[config.mk]
export PLATFORM = sky130hd
export DESIGN_NAME = eeprom_divider_lock
export DESIGN_NICKNAME = d
export VERILOG_FILES = /design/src/eeprom_timebase.v /design/src/eeprom_divider_lock.v
export VERILOG_INCLUDE_DIRS = /design/src
export SDC_FILE = /design/constraint.sdc
export NUM_CORES = 1
export LEC_CHECK = 0
export BUFFER_PORTS_ARGS = -buffer_cell sky130_fd_sc_hd__buf_2
export CAP_MARGIN = 40
export CORE_ASPECT_RATIO = 1.5
export CORE_MARGIN = 3
export CORE_UTILIZATION = 45
export CTS_BUF_LIST = sky130_fd_sc_hd__clkbuf_8
export DETAILED_ROUTE_END_ITERATION = 8
export GPL_TIMING_DRIVEN = 0
export RECOVER_POWER = 25
export SYNTH_ARGS = -nofsm -noshare
export SYNTH_HDL_FRONTEND = slang
export SYNTH_SLANG_ARGS = --single-unit
[constraint.sdc]
create_clock -name clk -period 3.75 [get_ports clk]
set_clock_uncertainty 0.15 [all_clocks]
set_input_delay 0.5625 -clock clk [delete_from_list [all_inputs] [get_ports clk]]
set_output_delay 0.5625 -clock clk [all_outputs]
set_load 0.05 [all_outputs]
[src/eeprom_div_regs.vh]
// Register map, field positions and reset values of the divisor-lock EEPROM controller.

`ifndef EEPROM_DIV_REGS_VH
`define EEPROM_DIV_REGS_VH

////////////////////////////////////////////////////////////////////////////////
// Byte addresses on the register bus.
`define ADDR_W 12
`define CTRL_OFS 12'h000
`define STATUS_OFS 12'h004
`define DIVH_OFS 12'h008
`define DIVL_OFS 12'h00C
`define NVH_OFS 12'h080
`define NVL_OFS 12'h084
`define ARRAY_BASE 12'h100

////////////////////////////////////////////////////////////////////////////////
// Control register fields.
`define CTRL_ERASE_BIT 0
`define CTRL_LATCH_BIT 2
`define CTRL_PUMP_BIT 3

// Status register fields.
`define ST_BUSY_BIT 0
`define ST_PENDING_BIT 1
`define ST_LOCKED_BIT 2
`define ST_REFUSED_BIT 3
`define ST_WAIT_BIT 4
`define ST_STOP_BIT 5
`define ST_ABORTED_BIT 6

// Divisor high register fields.
`define DIVH_LOCKDIS_BIT 7
`define DIVH_FIELD_MSB 2
`define DIV_W 11
`define DIV_HI_W 3

////////////////////////////////////////////////////////////////////////////////
// Values.
`define ERASED_BYTE 8'hFF
`define ZERO_WORD 32'h0000_0000
`define TIMEBASE_US 35
`define PE_TICKS_DEFAULT 16'h0008

`endif

[src/eeprom_timebase.v]
// Timebase prescaler and program/erase duration counter.
`include "eeprom_div_regs.vh"

module eeprom_timebase #(
    parameter TICK_W = 16
) (
    // Clock and reset.
    input wire clk,
    input wire srst,
    // Control.
    input wire run,
    input wire restart,
    input wire [`DIV_W-1:0] divisor,
    input wire [TICK_W-1:0] ticks_needed,
    // Status.
    output reg done
);

    reg [`DIV_W-1:0] pre_reg;
    reg [TICK_W-1:0] tick_reg;
    wire tick;
    wire last_tick;

    // A divisor of zero or one gives a tick on every clock.
    assign tick = run && (pre_reg + 11'h001 >= divisor);
    assign last_tick = (tick_reg + {{(TICK_W-1){1'b0}}, 1'b1} >= ticks_needed);

    always @(posedge clk) begin
        if (srst || restart) begin
            pre_reg <= 11'h000;
            tick_reg <= {TICK_W{1'b0}};
            done <= 1'b0;
        end else begin
            done <= 1'b0;
            if (run) begin
                if (tick) begin
                    pre_reg <= 11'h000;
                    if (last_tick) begin
                        tick_reg <= {TICK_W{1'b0}};
                        done <= 1'b1;
                    end else begin
                        tick_reg <= tick_reg + {{(TICK_W-1){1'b0}}, 1'b1};
                    end
                end else begin
                    pre_reg <= pre_reg + 11'h001;
                end
            end
        end
    end

endmodule // eeprom_timebase

[src/eeprom_divider_lock.v]
// Byte-erasable EEPROM controller with divisor backing store, divisor lock and low-power handling.
//
// Local design decisions: the address map and register access over APB.
`include "eeprom_div_regs.vh"

module eeprom_divider_lock #(
    parameter DEPTH = 16,
    parameter IDX_W = 4,
    parameter TICK_W = 16,
    parameter [TICK_W-1:0] PE_TICKS = `PE_TICKS_DEFAULT
) (
    // Clock, system reset and power-on reset of the nonvolatile cells.
    input wire clk,
    input wire srst,
    input wire por,
    // APB slave.
    input wire psel,
    input wire penable,
    input wire pwrite,
    input wire [`ADDR_W-1:0] paddr,
    input wire [31:0] pwdata,
    output wire [31:0] prdata,
    output wire pready,
    output wire pslverr,
    // Processor low-power modes.
    input wire wait_mode,
    input wire stop_mode,
    // Analog and timebase controls.
    output wire hv_enable,
    output wire timebase_active,
    output wire [`DIV_W-1:0] timebase_divisor
);

    ////////////////////////////////////////////////////////////////////////////////
    // Sequencer states and target kinds.
    localparam [3:0] S_IDLE = 4'b0001;
    localparam [3:0] S_RUN = 4'b0010;
    localparam [3:0] S_WIND = 4'b0100;
    localparam [3:0] S_HALT = 4'b1000;

    localparam [1:0] K_ARRAY = 2'b00;
    localparam [1:0] K_NVH = 2'b01;
    localparam [1:0] K_NVL = 2'b10;

    ////////////////////////////////////////////////////////////////////////////////
    // Address decoding helpers.
    function is_array;
        input [`ADDR_W-1:0] a;
        begin
            is_array = (a >= `ARRAY_BASE) && (a < `ARRAY_BASE + 4 * DEPTH) && (a[1:0] == 2'b00);
        end
    endfunction

    function [IDX_W-1:0] array_index;
        input [`ADDR_W-1:0] a;
        reg [`ADDR_W-1:0] off;
        begin
            off = a - `ARRAY_BASE;
            array_index = off[IDX_W+1:2];
        end
    endfunction

    function is_nv_div;
        input [`ADDR_W-1:0] a;
        begin
            is_nv_div = (a == `NVH_OFS) || (a == `NVL_OFS);
        end
    endfunction

    ////////////////////////////////////////////////////////////////////////////////
    // Storage and state.
    reg [7:0] array_mem [0:DEPTH-1];
    reg [7:0] divisor_nv_high;
    reg [7:0] divisor_nv_low;

    reg [`DIV_HI_W-1:0] divisor_high_reg;
    reg [7:0] divisor_low_reg;
    reg divisor_lock_disable;

    reg erase_sel_reg;
    reg bus_latch_bit;
    reg charge_pump_enable;

    reg [3:0] state_reg;
    reg [3:0] state_next;
    reg lat_valid_reg;
    reg [1:0] lat_kind_reg;
    reg [IDX_W-1:0] lat_idx_reg;
    reg [7:0] lat_data_reg;
    reg pending_reg;
    reg refused_reg;
    reg aborted_reg;

    reg [31:0] prdata_reg;
    reg pslverr_reg;
    reg [31:0] rd_next;
    reg err_next;

    wire setup_phase;
    wire wr_access;
    wire lock_armed;
    wire busy;
    wire start_seq;
    wire commit;
    wire seq_done;
    wire timer_run;
    wire timer_restart;
    wire ctrl_wr;
    wire divh_wr;
    wire divl_wr;
    wire div_writable;
    wire latch_wr;
    wire latch_refused;
    wire [7:0] cur_byte;
    wire [7:0] new_byte;
    integer i;

    assign setup_phase = psel && !penable;
    assign wr_access = psel && penable && pwrite;
    assign pready = 1'b1;
    assign prdata = prdata_reg;
    assign pslverr = pslverr_reg;

    // A cleared lock-disable bit arms the lock.
    assign lock_armed = !divisor_lock_disable;
    assign busy = (state_reg != S_IDLE);
    assign timebase_divisor = {divisor_high_reg, divisor_low_reg};

    ////////////////////////////////////////////////////////////////////////////////
    // Register write decoding.
    assign ctrl_wr = wr_access && (paddr == `CTRL_OFS);
    assign divh_wr = wr_access && (paddr == `DIVH_OFS);
    assign divl_wr = wr_access && (paddr == `DIVL_OFS);
    assign div_writable = !bus_latch_bit && !lock_armed;

    // With the buses latched and the sequencer idle, a write to an array byte or to a
    // nonvolatile divisor byte captures the target; the divisor bytes are refused while locked.
    assign latch_wr = wr_access && bus_latch_bit && !busy && (is_array(paddr) || is_nv_div(paddr));
    assign latch_refused = latch_wr && is_nv_div(paddr) && lock_armed;

    ////////////////////////////////////////////////////////////////////////////////
    // Volatile divisor registers and their reload from the nonvolatile bytes.
    always @(posedge clk) begin
        if (srst) begin
            divisor_high_reg <= divisor_nv_high[`DIVH_FIELD_MSB:0];
            divisor_lock_disable <= divisor_nv_high[`DIVH_LOCKDIS_BIT];
            divisor_low_reg <= divisor_nv_low;
        end else begin
            if (divh_wr && div_writable) begin
                divisor_high_reg <= pwdata[`DIVH_FIELD_MSB:0];
                divisor_lock_disable <= pwdata[`DIVH_LOCKDIS_BIT];
            end
            if (divl_wr && div_writable) begin
                divisor_low_reg <= pwdata[7:0];
            end
        end
    end

    ////////////////////////////////////////////////////////////////////////////////
    // Control register: the latch cannot drop while the pump is on, so writing both
    // bits to zero clears only the pump and leaves time to remove the high voltage.
    always @(posedge clk) begin
        if (srst) begin
            erase_sel_reg <= 1'b0;
            bus_latch_bit <= 1'b0;
            charge_pump_enable <= 1'b0;
        end else begin
            if (commit) begin
                charge_pump_enable <= 1'b0;
            end
            if (ctrl_wr) begin
                erase_sel_reg <= pwdata[`CTRL_ERASE_BIT];
                bus_latch_bit <= pwdata[`CTRL_LATCH_BIT] || charge_pump_enable;
                charge_pump_enable <= pwdata[`CTRL_PUMP_BIT];
            end
        end
    end

    ////////////////////////////////////////////////////////////////////////////////
    // Latched target of the next program or erase sequence.
    always @(posedge clk) begin
        if (srst) begin
            lat_valid_reg <= 1'b0;
            lat_kind_reg <= K_ARRAY;
            lat_idx_reg <= {IDX_W{1'b0}};
            lat_data_reg <= 8'h00;
            refused_reg <= 1'b0;
        end else begin
            if (latch_wr && !latch_refused) begin
                lat_valid_reg <= 1'b1;
                lat_kind_reg <= (paddr == `NVH_OFS) ? K_NVH : ((paddr == `NVL_OFS) ? K_NVL : K_ARRAY);
                lat_idx_reg <= array_index(paddr);
                lat_data_reg <= pwdata[7:0];
                refused_reg <= 1'b0;
            end else if (!bus_latch_bit || (busy && state_next == S_IDLE)) begin
                lat_valid_reg <= 1'b0;
            end
            if (latch_refused) begin
                refused_reg <= 1'b1;
            end
        end
    end

    ////////////////////////////////////////////////////////////////////////////////
    // Program/erase sequencer.
    // A sequence starts only with latch, pump and a captured target; stop blocks it.
    assign start_seq = (state_reg == S_IDLE) && charge_pump_enable && bus_latch_bit && lat_valid_reg
        && !stop_mode;
    assign commit = (state_reg == S_RUN) && seq_done && !stop_mode;

    // Wait mode is deliberately absent from every condition here, so a running
    // sequence keeps counting while the processor waits.
    always @* begin
        state_next = state_reg;
        case (state_reg)
            S_IDLE: begin
                if (start_seq) begin
                    state_next = S_RUN;
                end
            end
            S_RUN: begin
                if (stop_mode && bus_latch_bit && charge_pump_enable) begin
                    state_next = S_HALT;
                end else if (!charge_pump_enable) begin
                    state_next = S_WIND;
                end else if (seq_done) begin
                    state_next = S_IDLE;
                end
            end
            S_WIND: begin
                if (stop_mode || seq_done) begin
                    state_next = S_IDLE;
                end
            end
            S_HALT: begin
                if (!stop_mode) begin
                    state_next = S_RUN;
                end
            end
            default: begin
                state_next = S_IDLE;
            end
        endcase
    end

    always @(posedge clk) begin
        if (srst) begin
            state_reg <= S_IDLE;
            pending_reg <= 1'b0;
            aborted_reg <= 1'b0;
        end else begin
            state_reg <= state_next;
            if (state_reg == S_RUN && state_next == S_HALT) begin
                pending_reg <= 1'b1;
            end else if (commit) begin
                pending_reg <= 1'b0;
            end
            // An unfinished sequence leaves the byte in doubt; the flag holds until the next start.
            if (state_reg == S_WIND && state_next == S_IDLE) begin
                aborted_reg <= 1'b1;
            end else if (start_seq) begin
                aborted_reg <= 1'b0;
            end
        end
    end

    // Stop freezes the timebase; leaving a halt restarts the timing from zero.
    assign timer_run = (state_reg == S_RUN || state_reg == S_WIND) && !stop_mode;
    assign timer_restart = start_seq || (state_reg == S_HALT && !stop_mode);
    assign timebase_active = timer_run;
    assign hv_enable = (state_reg == S_RUN) && charge_pump_enable && bus_latch_bit && lat_valid_reg
        && !stop_mode;

    eeprom_timebase #(
        .TICK_W(TICK_W)
    ) u_timebase (
        .clk(clk),
        .srst(srst),
        .run(timer_run),
        .restart(timer_restart),
        .divisor(timebase_divisor),
        .ticks_needed(PE_TICKS),
        .done(seq_done)
    );

    ////////////////////////////////////////////////////////////////////////////////
    // Nonvolatile cells: array bytes and divisor bytes share one commit path.
    assign cur_byte = (lat_kind_reg == K_NVH) ? divisor_nv_high :
        ((lat_kind_reg == K_NVL) ? divisor_nv_low : array_mem[lat_idx_reg]);
    assign new_byte = erase_sel_reg ? `ERASED_BYTE : (cur_byte & lat_data_reg);

    always @(posedge clk) begin
        if (por) begin
            for (i = 0; i < DEPTH; i = i + 1) begin
                array_mem[i] <= `ERASED_BYTE;
            end
            divisor_nv_high <= `ERASED_BYTE;
            divisor_nv_low <= `ERASED_BYTE;
        end else if (commit) begin
            if (lat_kind_reg == K_NVH) begin
                divisor_nv_high <= new_byte;
            end else if (lat_kind_reg == K_NVL) begin
                divisor_nv_low <= new_byte;
            end else begin
                array_mem[lat_idx_reg] <= new_byte;
            end
        end
    end

    ////////////////////////////////////////////////////////////////////////////////
    // Read decoding, registered in the setup phase so data stands for the access phase.
    always @* begin
        rd_next = `ZERO_WORD;
        err_next = 1'b0;
        if (paddr == `CTRL_OFS) begin
            rd_next[`CTRL_ERASE_BIT] = erase_sel_reg;
            rd_next[`CTRL_LATCH_BIT] = bus_latch_bit;
            rd_next[`CTRL_PUMP_BIT] = charge_pump_enable;
        end else if (paddr == `STATUS_OFS) begin
            rd_next[`ST_BUSY_BIT] = busy;
            rd_next[`ST_PENDING_BIT] = pending_reg;
            rd_next[`ST_LOCKED_BIT] = lock_armed;
            rd_next[`ST_REFUSED_BIT] = refused_reg;
            rd_next[`ST_WAIT_BIT] = wait_mode;
            rd_next[`ST_STOP_BIT] = stop_mode;
            rd_next[`ST_ABORTED_BIT] = aborted_reg;
        end else if (paddr == `DIVH_OFS) begin
            rd_next[`DIVH_LOCKDIS_BIT] = divisor_lock_disable;
            rd_next[`DIVH_FIELD_MSB:0] = divisor_high_reg;
        end else if (paddr == `DIVL_OFS) begin
            rd_next[7:0] = divisor_low_reg;
        end else if (is_nv_div(paddr) || is_array(paddr)) begin
            if (pending_reg) begin
                err_next = 1'b1;
            end else if (paddr == `NVH_OFS) begin
                rd_next[7:0] = divisor_nv_high;
            end else if (paddr == `NVL_OFS) begin
                rd_next[7:0] = divisor_nv_low;
            end else begin
                rd_next[7:0] = array_mem[array_index(paddr)];
            end
        end else begin
            err_next = 1'b1;
        end
    end

    always @(posedge clk) begin
        if (srst) begin
            prdata_reg <= `ZERO_WORD;
            pslverr_reg <= 1'b0;
        end else if (setup_phase) begin
            prdata_reg <= pwrite ? `ZERO_WORD : rd_next;
            pslverr_reg <= err_next;
        end
    end

endmodule // eeprom_divider_lock

==> results_dict.tcl, run 1 <==
set metrics [dict create \
    grt_pass1_wl_um 52800 \
    required_ps 3810 \
    synth_seq_cells 222 \
    clkTransAtPathRegs_ps 60 \
    firstDrtPassIters 5 \
    synth_mux_area_share_pct 17.0 \
    initial_utilization_pct 46.1 \
    grt_pass1_vias 8850 \
    async_reset_ff_share_pct 0 \
    ys_top_cells_by_area "edfxtp_1 36%, dfxtp_1 14%, mux4_2 13%" \
    final_util_pct 52.3 \
    ff2ff_setup_slack_ps 110 \
    crit_end "array_mem[8][6]" \
    dpl.hpwl_um 27200 \
    grt_max_degree 11 \
    antenna_found_initial 0 \
    via_count 8745 \
    grt_overflow 0 \
    drtAntennaViolNets 0 \
    yosys.area.top_type "edfxtp_1" \
    min_period_over_period_pct 97.0 \
    final-hold-violation-count 0 \
    ctsHoldBuffers 0 \
    yosys.area_share.adder_pct 1.60 \
    synth-xor-area-share_pct 1.64 \
    yosys.area_share.simple_pct 17.5 \
    critPathCaptureType "flop" \
    ys_top_cells_by_count "190 x nand2_1, 140 x edfxtp_1, 82 x dfxtp_1, 67 x mux4_2, 64 x nor2_1" \
    post_cts_buffers 0 \
    dieArea_mm2 0.0281 \
    maxSlewViolCount 0 \
    yosysTopAreaCellShare_pct 35.9 \
    critPathKind "reg -> reg" \
    wirelength_um 35500 \
    rows 71 \
    rsz0062_at_grt "true" \
    areaGrowthSynthToFinish_pct 13.4 \
    powerDensity_mw_per_mm2 406 \
    layout.cells.non_filler 1519 \
    syn_inst 1051 \
    largest_register_ffs 128 \
    grt-busiest-layer "met2" \
    cp-startpoint "state_reg[0]" \
    place_inst 1454 \
    die_h_um 204 \
    yosys_most_used_dff "edfxtp_1" \
    worst_r2r_endpoint "array_mem[8][6]" \
    remaining_drc_errors 0 \
    clk_latency_ps 580 \
    yosysMostFrequentCell "nand2_1" \
    rr_worst_depth 8 \
    ys_warn_count 0 \
    outcome "completed" \
    ctsHtreeMaxLevel 2 \
    synth_compound_area_share_pct 7.77 \
    grt_util_all_layers_pct 25.6 \
    io_pins 99 \
    drive_above_1_share_pct 22.7 \
    crit_fanout 9 \
    setup_viol 0 \
    final-seq-area_mm2 0.00585 \
    power_uw 5400 \
    clock-root-buffer "clkbuf_8" \
    irDropWorstVdd_mv 0.240 \
    cts_tree "yes" \
    r2r_start "state_reg[0]" \
    wl_per_cell_um 23.4 \
    routabilityCongestion 0.963 \
    arrival_ps 3700 \
    cellLeakagePower_uw 0.00469 \
    cap_violations 0 \
    use_met3_pct 4.17 \
    final_nets 1232 \
    syn_avg_cell_area_um2 11.2 \
    port_buffers 43 \
    grt_util_met1_pct 26.9 \
    critPathLaunchType "flop" \
    antennaDiodeCount 0 \
    synth.yosys.seq_area_share_pct 49.9 \
    drt_iter0_markers 712 \
    placeableCoreArea_mm2 0.0254 \
    min_period_ps 3640 \
    synth_top_family_by_area "simple AND/OR/NAND/NOR gates" \
    hold_path.class "in -> reg" \
    cts.sink_count 222 \
    cts_buffers 37 \
    slew_headroom_pct 39.8 \
    synth_area_mm2 0.0117 \
    fillCellCount 2325 \
    synth-edff-count 140 \
    met2_usage_pct 47.0 \
    via_per_inst 5.76 \
    max_freq_mhz 275 \
    multi_input_area_mm2 0.00547 \
    tightest_slew_ps 890 \
    cts_buffer_depth 3 \
    die_x_um 138 \
    yosys.cell_types.count 71 \
]
worst min path at each step:
stage / startpoint / to / cells after the start
floorplan: aborted_reg / aborted_reg / 2
global placement: prdata[7] / prdata[7] / 1
detailed placement: prdata[7] / prdata[7] / 1
CTS: pwdata[4] / lat_data_reg[4] / 3
global route: pwdata[1] / lat_data_reg[1] / 3
finish: pwdata[4] / lat_data_reg[4] / 3
cells by family after synthesis:
group / after synthesis
fa+ha+maj: 15
buf+inv: 111
simple gates: 423
other cells: 2
flops: 222
compound gates: 142
xor+xnor: 22
mux: 114
metal layers:
metal  part of all wire (%)  wire length, µm  vias to the layer above
met5                      0                0                        -
met4                    6.5             2300                        0
met3                    4.7             1680                      102
met2                     54            19000                      293
met1                     35            12500                     4281
li1                       -                -                     4069
power by group:
group / leakage (µW) / switching [µW] / internal, µW / total, µW
sequential: 0.00206 / 45.9 / 2670 / 2720
clock: 0.000419 / 1020 / 1190 / 2220
combinational: 0.00221 / 291 / 170 / 461
total: 0.00469 / 1360 / 4040 / 5400
critical path, cell delays in order, from the launching register on:
cell and delay [ps]:
dfxtp_1 290, buf_2 150, or4b_1 610, or3_4 430, nor3b_2 260, and2b_1 180, nand2_1 250, nor3_4 490
or2_1 480
placed cells by master (no fill, tap or decap), types with 6 or more instances in the layout:
| cell | instances |
|---|---|
| ha_1 | 15 |
| conb_1 | 25 |
| buf_2 | 42 |
| o22ai_1 | 6 |
| mux2i_1 | 38 |
| inv_1 | 27 |
| clkbuf_8 | 43 |
| or2_1 | 6 |
| nand4_1 | 11 |
| clkbuf_1 | 57 |
| edfxtp_1 | 140 |
| mux2_2 | 9 |
| buf_4 | 33 |
| mux4_2 | 67 |
| xor2_1 | 17 |
| nor2_1 | 64 |
| nand2_1 | 190 |
| dfxtp_1 | 82 |
| and3_1 | 22 |
| or2_2 | 20 |
| nand3_1 | 16 |
| a21oi_1 | 51 |
| o21ai_0 | 18 |
| o211ai_1 | 10 |
| nand2b_1 | 13 |
| a21oi_2 | 6 |
| nor2b_1 | 7 |
| a31o_2 | 11 |
| nor2_2 | 10 |
| nor3_1 | 26 |
per-stage QoR:
stage | area (µm²) | hold slack (ps) | setup WS [ps] | TNS [ps]
floorplan | 11800 | 304 | 604 | 0
global placement | 12400 | 312 | -556 | -20080
detailed placement | 12500 | 322 | -172 | -2710
CTS | 13300 | 112 | 52.5 | 0
global route | 13300 | 147 | -13.2 | -29.4
finish | 13300 | 132 | 112 | 0
cell type report:
class                      count  area share (%)
sequential                   222            44.0
multi-input combinational    741            41.1
clock buffer                  43            4.45
buffer                        91            3.50
tap                          328            3.09
timing repair buffer          52            2.12
clock inverter                22            1.21
inverter                      20           0.564
timing repair:
item                       CTS  global route
setup endpoints to repair   41            73
cloned                       0             0
pin swaps                    0             1
resized for setup            7            12
Power figures use the tool's default switching activity.
==> run 2: changes to the inputs <==
- SYNTH_HIERARCHICAL: unset -> 1
==> results_dict.tcl, run 2 <==
set metrics [dict create \
    outcome "finished with violations" \
    failed_checks "max-capacitance violations, max-slew violations" \
    final_common_cell "nand2_1" \
    maxSlewViolCount 10 \
    rows 74 \
    placeableCoreArea_mm2 0.0273 \
    hold_path.class "in -> reg" \
    multi_input_area_mm2 0.00615 \
    final-hold-violation-count 0 \
    final_util_pct 51.4 \
    cts_buffer_depth 3 \
    grt_util_all_layers_pct 26.6 \
    grt_overflow 0 \
    antenna_found_initial 1 \
    yosys.area.top_type "edfxtp_1" \
    cp_slowest_cell "nor4_1" \
    syn_inst 1151 \
    clock-root-buffer "clkbuf_8" \
    syn_avg_cell_area_um2 10.8 \
    cp_cell_sequence "buf_2 > or4_1 > nor4_1 > a21boi_0 > clkbuf_1 > clkbuf_1 > o21ai_0 > a21oi_1" \
    pre_cts_ws_ps -163 \
    via_per_inst 5.89 \
    clkTransAtPathRegs_ps 70 \
    pwr-share-clk_pct 39.0 \
    yosys.area_share.simple_pct 17.5 \
    cts_buffers 36 \
    wirelength_um 39500 \
    min_period_ps 3590 \
    ys_top_cells_by_count "201 x nand2_1, 140 x edfxtp_1, 82 x dfxtp_1, 62 x mux4_2, 57 x a21oi_1" \
    intPower_uw 3890 \
    final_nets 1368 \
    critPathLaunchType "input port" \
    setup_ws_ps 162 \
    cp_common_cell "clkbuf_1" \
    largest_register_ffs 128 \
    critPathCaptureType "flop" \
    setup_viol 0 \
    remaining_drc_errors 0 \
    yosys_most_used_dff "edfxtp_1" \
    wl_per_cell_um 23.9 \
    drt_iter0_markers 760 \
    slew_headroom_pct -3.52 \
    yosys.area_share.adder_pct 3.11 \
    synth_compound_area_share_pct 10.4 \
    irDropWorstVdd_mv 0.178 \
    io_pins 99 \
    synth_mux_area_share_pct 14.6 \
    grt_max_degree 11 \
    critPathKind "in -> reg" \
    die_h_um 210 \
    power_frac_comb_pct 9.3 \
    max_freq_mhz 279 \
    grt_pass1_wl_um 59000 \
    ctsHtreeMaxLevel 2 \
    layout.cells.non_filler 1650 \
    synth.yosys.seq_area_share_pct 46.9 \
    p_seq_share_pct 51.6 \
    required_ps 4010 \
    fillCellCount 2553 \
    firstDrtPassIters 7 \
    swShare_pct 26.0 \
    synth_area_mm2 0.0125 \
    final_cell_mix "201 x nand2_1, 140 x edfxtp_1, 80 x dfxtp_1" \
    initial_utilization_pct 45.7 \
    arrival_ps 3840 \
    tightest_slew_ps 1540 \
    cts_tree "yes" \
    drtAntennaViolNets 0 \
    ys_top_cells_by_area "edfxtp_1 34%, dfxtp_1 13%, mux4_2 11%" \
    cellLeakagePower_uw 0.00505 \
    final-seq-area_mm2 0.00585 \
    ctsHoldBuffers 0 \
    synth_seq_cells 222 \
    synth-edff-count 140 \
    yosys.cell_types.count 77 \
    port_buffers 46 \
    crit_fanout 10 \
    switchingPower_uw 1370 \
    min_period_over_period_pct 95.7 \
    ys_warn_count 6 \
    place_inst 1584 \
    async_reset_ff_share_pct 0 \
    via_count 9717 \
    synth_top_family_by_area "simple AND/OR/NAND/NOR gates" \
    dieArea_mm2 0.0298 \
    cp_num_buf_inv 3 \
    slowest_delay_ps 1280 \
    crit_family "simple AND/OR/NAND/NOR gates" \
    powerDensity_mw_per_mm2 375 \
    yosysMostFrequentCell "nand2_1" \
    clk_latency_ps 570 \
    routabilityCongestion 0.964 \
    drive_above_1_share_pct 19.4 \
    finalSetupTns_ps 0 \
    areaGrowthSynthToFinish_pct 12.5 \
    dpl.hpwl_um 30300 \
    yosysTopAreaCellShare_pct 33.7 \
    grt_pass1_vias 9909 \
    cap_violations 1 \
    synth-xor-area-share_pct 2.18 \
    die_x_um 142 \
    cts.sink_count 222 \
]
==> run 2: worst paths after layout <==
path                                start              end  slack, ps  cells past startpoint
worst min-delay path            pwdata[3]  lat_data_reg[3]        140                      3
worst max-delay path             paddr[4]             flop        160                      8
worst max register to register       flop  array_mem[8][1]        190                      8
worst min register to register  prdata[2]        prdata[2]        310                      2
==> run 2: worst min-delay path: cells and delay by family <==
| family | cells | cell delay [ps] |
|---|---|---|
| AOI/OAI and AO/OA | 1 | 50 |
| and+or+nand+nor | 1 | 60 |
| buffers and inverters | 1 | 120 |
==> run 2: logic make-up after synthesis <==
| family | count (synthesis) |
|---|---|
| DFF | 222 |
| buffers and inverters | 137 |
| other | 2 |
| and+or+nand+nor | 430 |
| adders and majority gates | 31 |
| xor gates and xnor gates | 31 |
| AOI/OAI and AO/OA | 195 |
| muxes | 103 |
==> run 2: layer usage <==
| layer | vias to the layer above | share of wire, % | global-route usage (%) |
|---|---|---|---|
| li1 | 4441 | - | - |
| met1 | 4717 | 33 | 27.2 |
| met2 | 407 | 53 | 48.0 |
| met3 | 152 | 4.9 | 4.03 |
| met4 | 0 | 9.2 | 19.9 |
| met5 | - | 0 | 0 |
==> run 2: power groups by stage <==
stage / Clock [µW] / Combinational (µW) / Sequential, µW
CTS: 2080 / 491 / 2720
floorplan: 0 / 319 / 2770
global placement: 0 / 487 / 2760
global route: 2190 / 516 / 2720
finish: 2050 / 492 / 2720
detailed placement: 0 / 489 / 2770
==> run 2: per-stage QoR <==
stage | instance area, µm² | total power (µW) | hold slack, ps
2_1_floorplan | 12600 | 3090 | 286
3_3_place_gp | 13300 | 3250 | 296
3_5_place_dp | 13300 | 3260 | 298
4_1_cts | 14000 | 5290 | 123
5_1_grt | 14000 | 5430 | 132
6_report | 14000 | 5260 | 137
==> run 2: final cells by class <==
type / count / area share [%]
diodes: 1 / 0.0178
plain buffers: 98 / 3.68
clock buffers: 37 / 3.63
clock inverters: 23 / 1.08
inverters: 39 / 1.04
multi-input cells: 831 / 43.8
flip-flops and latches: 222 / 41.7
well taps: 342 / 3.05
repair buffers: 57 / 2.01
==> run 2: what timing repair did <==
action / in CTS / in global routing
gates resized for setup: 3 / 13
setup buffers: 0 / 5
setup endpoints to repair: 19 / 22
pin swaps: 0 / 3
==> run 3: changes to the inputs <==
--- a/config.mk
+++ b/config.mk
@@ -13,4 +13,5 @@
 export CORE_UTILIZATION = 45
 export CTS_BUF_LIST = sky130_fd_sc_hd__clkbuf_8
+export CTS_CLUSTER_DIAMETER = 150
 export DETAILED_ROUTE_END_ITERATION = 8
 export GPL_TIMING_DRIVEN = 0
==> constraint.sdc (replaced) <==
create_clock -name clk -period 3.75 [get_ports clk]
set_clock_uncertainty 0.15 [all_clocks]
set_input_delay 0.75 -clock clk [delete_from_list [all_inputs] [get_ports clk]]
set_output_delay 0.75 -clock clk [all_outputs]
set_load 0.05 [all_outputs]
==> results_dict.tcl, run 3 (synthesis gave the netlist of run 2 again) <==
set metrics [dict create \
    outcome "completed" \
    arrival_ps 3680 \
    cts.sink_count 222 \
    ctsHoldBuffers 0 \
    remaining_drc_errors 0 \
    setup_viol 0 \
    cts_tree "yes" \
    cellLeakagePower_uw 0.00506 \
    cp_num_buf_inv 1 \
    final_util_pct 51.4 \
    initial_utilization_pct 45.7 \
    p_seq_share_pct 51.6 \
    rows 74 \
    cts_buffers 36 \
    cts_buffer_depth 3 \
    wl_per_cell_um 23.9 \
    slew_headroom_pct 4.72 \
    io_pins 99 \
    met2_usage_pct 48.0 \
    wirelength_um 39400 \
    firstDrtPassIters 5 \
    critPathKind "in -> reg" \
    fillCellCount 2552 \
    cap_violations 0 \
    clock-root-buffer "clkbuf_8" \
    final_common_cell "nand2_1" \
    grt_util_met1_pct 27.2 \
    maxSlewViolCount 0 \
    clkTransAtPathRegs_ps 70 \
    placeableCoreArea_mm2 0.0273 \
    grt_overflow 0 \
    grt-busiest-layer "met2" \
    tightest_slew_ps 1420 \
    min-delay-start "prdata[2]" \
    port_buffers 46 \
    drt_iter0_markers 789 \
    slowest_delay_ps 1140 \
    die_h_um 210 \
    layout.cells.non_filler 1650 \
    multi_input_area_mm2 0.00617 \
    drtAntennaViolNets 0 \
    intPower_uw 3890 \
    routabilityCongestion 0.964 \
    max_freq_mhz 274 \
    dpl.hpwl_um 30300 \
    switchingPower_uw 1370 \
    final-seq-area_mm2 0.00585 \
    cp_slowest_cell "nor4_1" \
    grt_pass1_vias 9909 \
    min_period_ps 3650 \
    largest_register_ffs 128 \
    clk_latency_ps 570 \
    grt_pass1_wl_um 59000 \
    power_frac_comb_pct 9.4 \
    drive_above_1_share_pct 19.4 \
    critPathLaunchType "input port" \
    grt_util_all_layers_pct 26.6 \
    powerDensity_mw_per_mm2 375 \
    crit_fanout 8 \
    grt_max_degree 11 \
    setup_ws_ps 96.9 \
    cp_cell_sequence "buf_2 > or4_4 > nor4_1 > nand4b_1 > o21bai_1" \
    via_count 9686 \
    min_period_over_period_pct 97.4 \
    irDropWorstVdd_mv 0.179 \
    final_cell_mix "201 x nand2_1, 140 x edfxtp_1, 80 x dfxtp_1" \
    via_per_inst 5.87 \
    critPathCaptureType "flop" \
    hold_path.class "reg -> reg" \
    required_ps 3780 \
    cp-startpoint "paddr[4]" \
    die_x_um 142 \
    finalSetupTns_ps 0 \
    antenna_found_initial 1 \
    pre_cts_ws_ps -163 \
    place_inst 1584 \
    pwr-share-clk_pct 39.0 \
    areaGrowthSynthToFinish_pct 12.6 \
    use_met3_pct 4.03 \
    final_nets 1368 \
    swShare_pct 26.0 \
    dieArea_mm2 0.0298 \
    final-hold-violation-count 0 \
    ctsHtreeMaxLevel 2 \
    hold_slack_ps 314 \
    crit_family "simple AND/OR/NAND/NOR gates" \
]
## run 3: what timing repair did
item / in CTS / in global routing
setup endpoints to repair: 19 / 22
pin swaps: 0 / 3
setup buffers: 0 / 5
gates cloned: 0 / 0
resized for setup: 3 / 13
## run 3: power groups by stage
stage	Combinational (µW)	Clock [µW]	Sequential, µW
after floorplan	319	0	2770
after global placement	487	0	2760
after detailed placement	489	0	2770
after CTS	491	2080	2720
after global routing	518	2190	2720
final	492	2050	2720
## run 3: cell type report
type / count / share of cell area [%]
clock inverters: 23 / 1.08
well taps: 342 / 3.05
plain buffers: 98 / 3.65
inverters: 39 / 1.04
diodes: 1 / 0.0178
flip-flops and latches: 222 / 41.6
clock buffers: 37 / 3.63
multi-input cells: 831 / 43.9
repair buffers: 57 / 1.98
## run 3: final timing paths
path,to,slack [ps],cells past startpoint
max,divisor_low_reg[3],100,5
min,prdata[2],310,2
max reg2reg,array_mem[8][1],180,8
min reg2reg,prdata[2],310,2
## run 3: stage by stage
step | power [µW] | instance area (µm²)
after detailed placement | 3260 | 13300
after floorplan | 3090 | 12600
final | 5260 | 14000
after CTS | 5290 | 14000
after global routing | 5430 | 14000
after global placement | 3250 | 13300
## run 3: layer usage
metal / routed length (µm) / share of wire, %
met1: 13300 / 34
met2: 20900 / 53
met3: 1770 / 4.5
met4: 3470 / 8.8
met5: 0 / 0
## run 3: worst register-to-register path, stage by stage, from the launching register on
cell	delay, ps
dfxtp_1	300
clkbuf_1	310
clkbuf_4	390
mux4_2	560
mux2i_1	360
a21oi_1	180
a21oi_2	500
buf_2	400
nand2_1	120
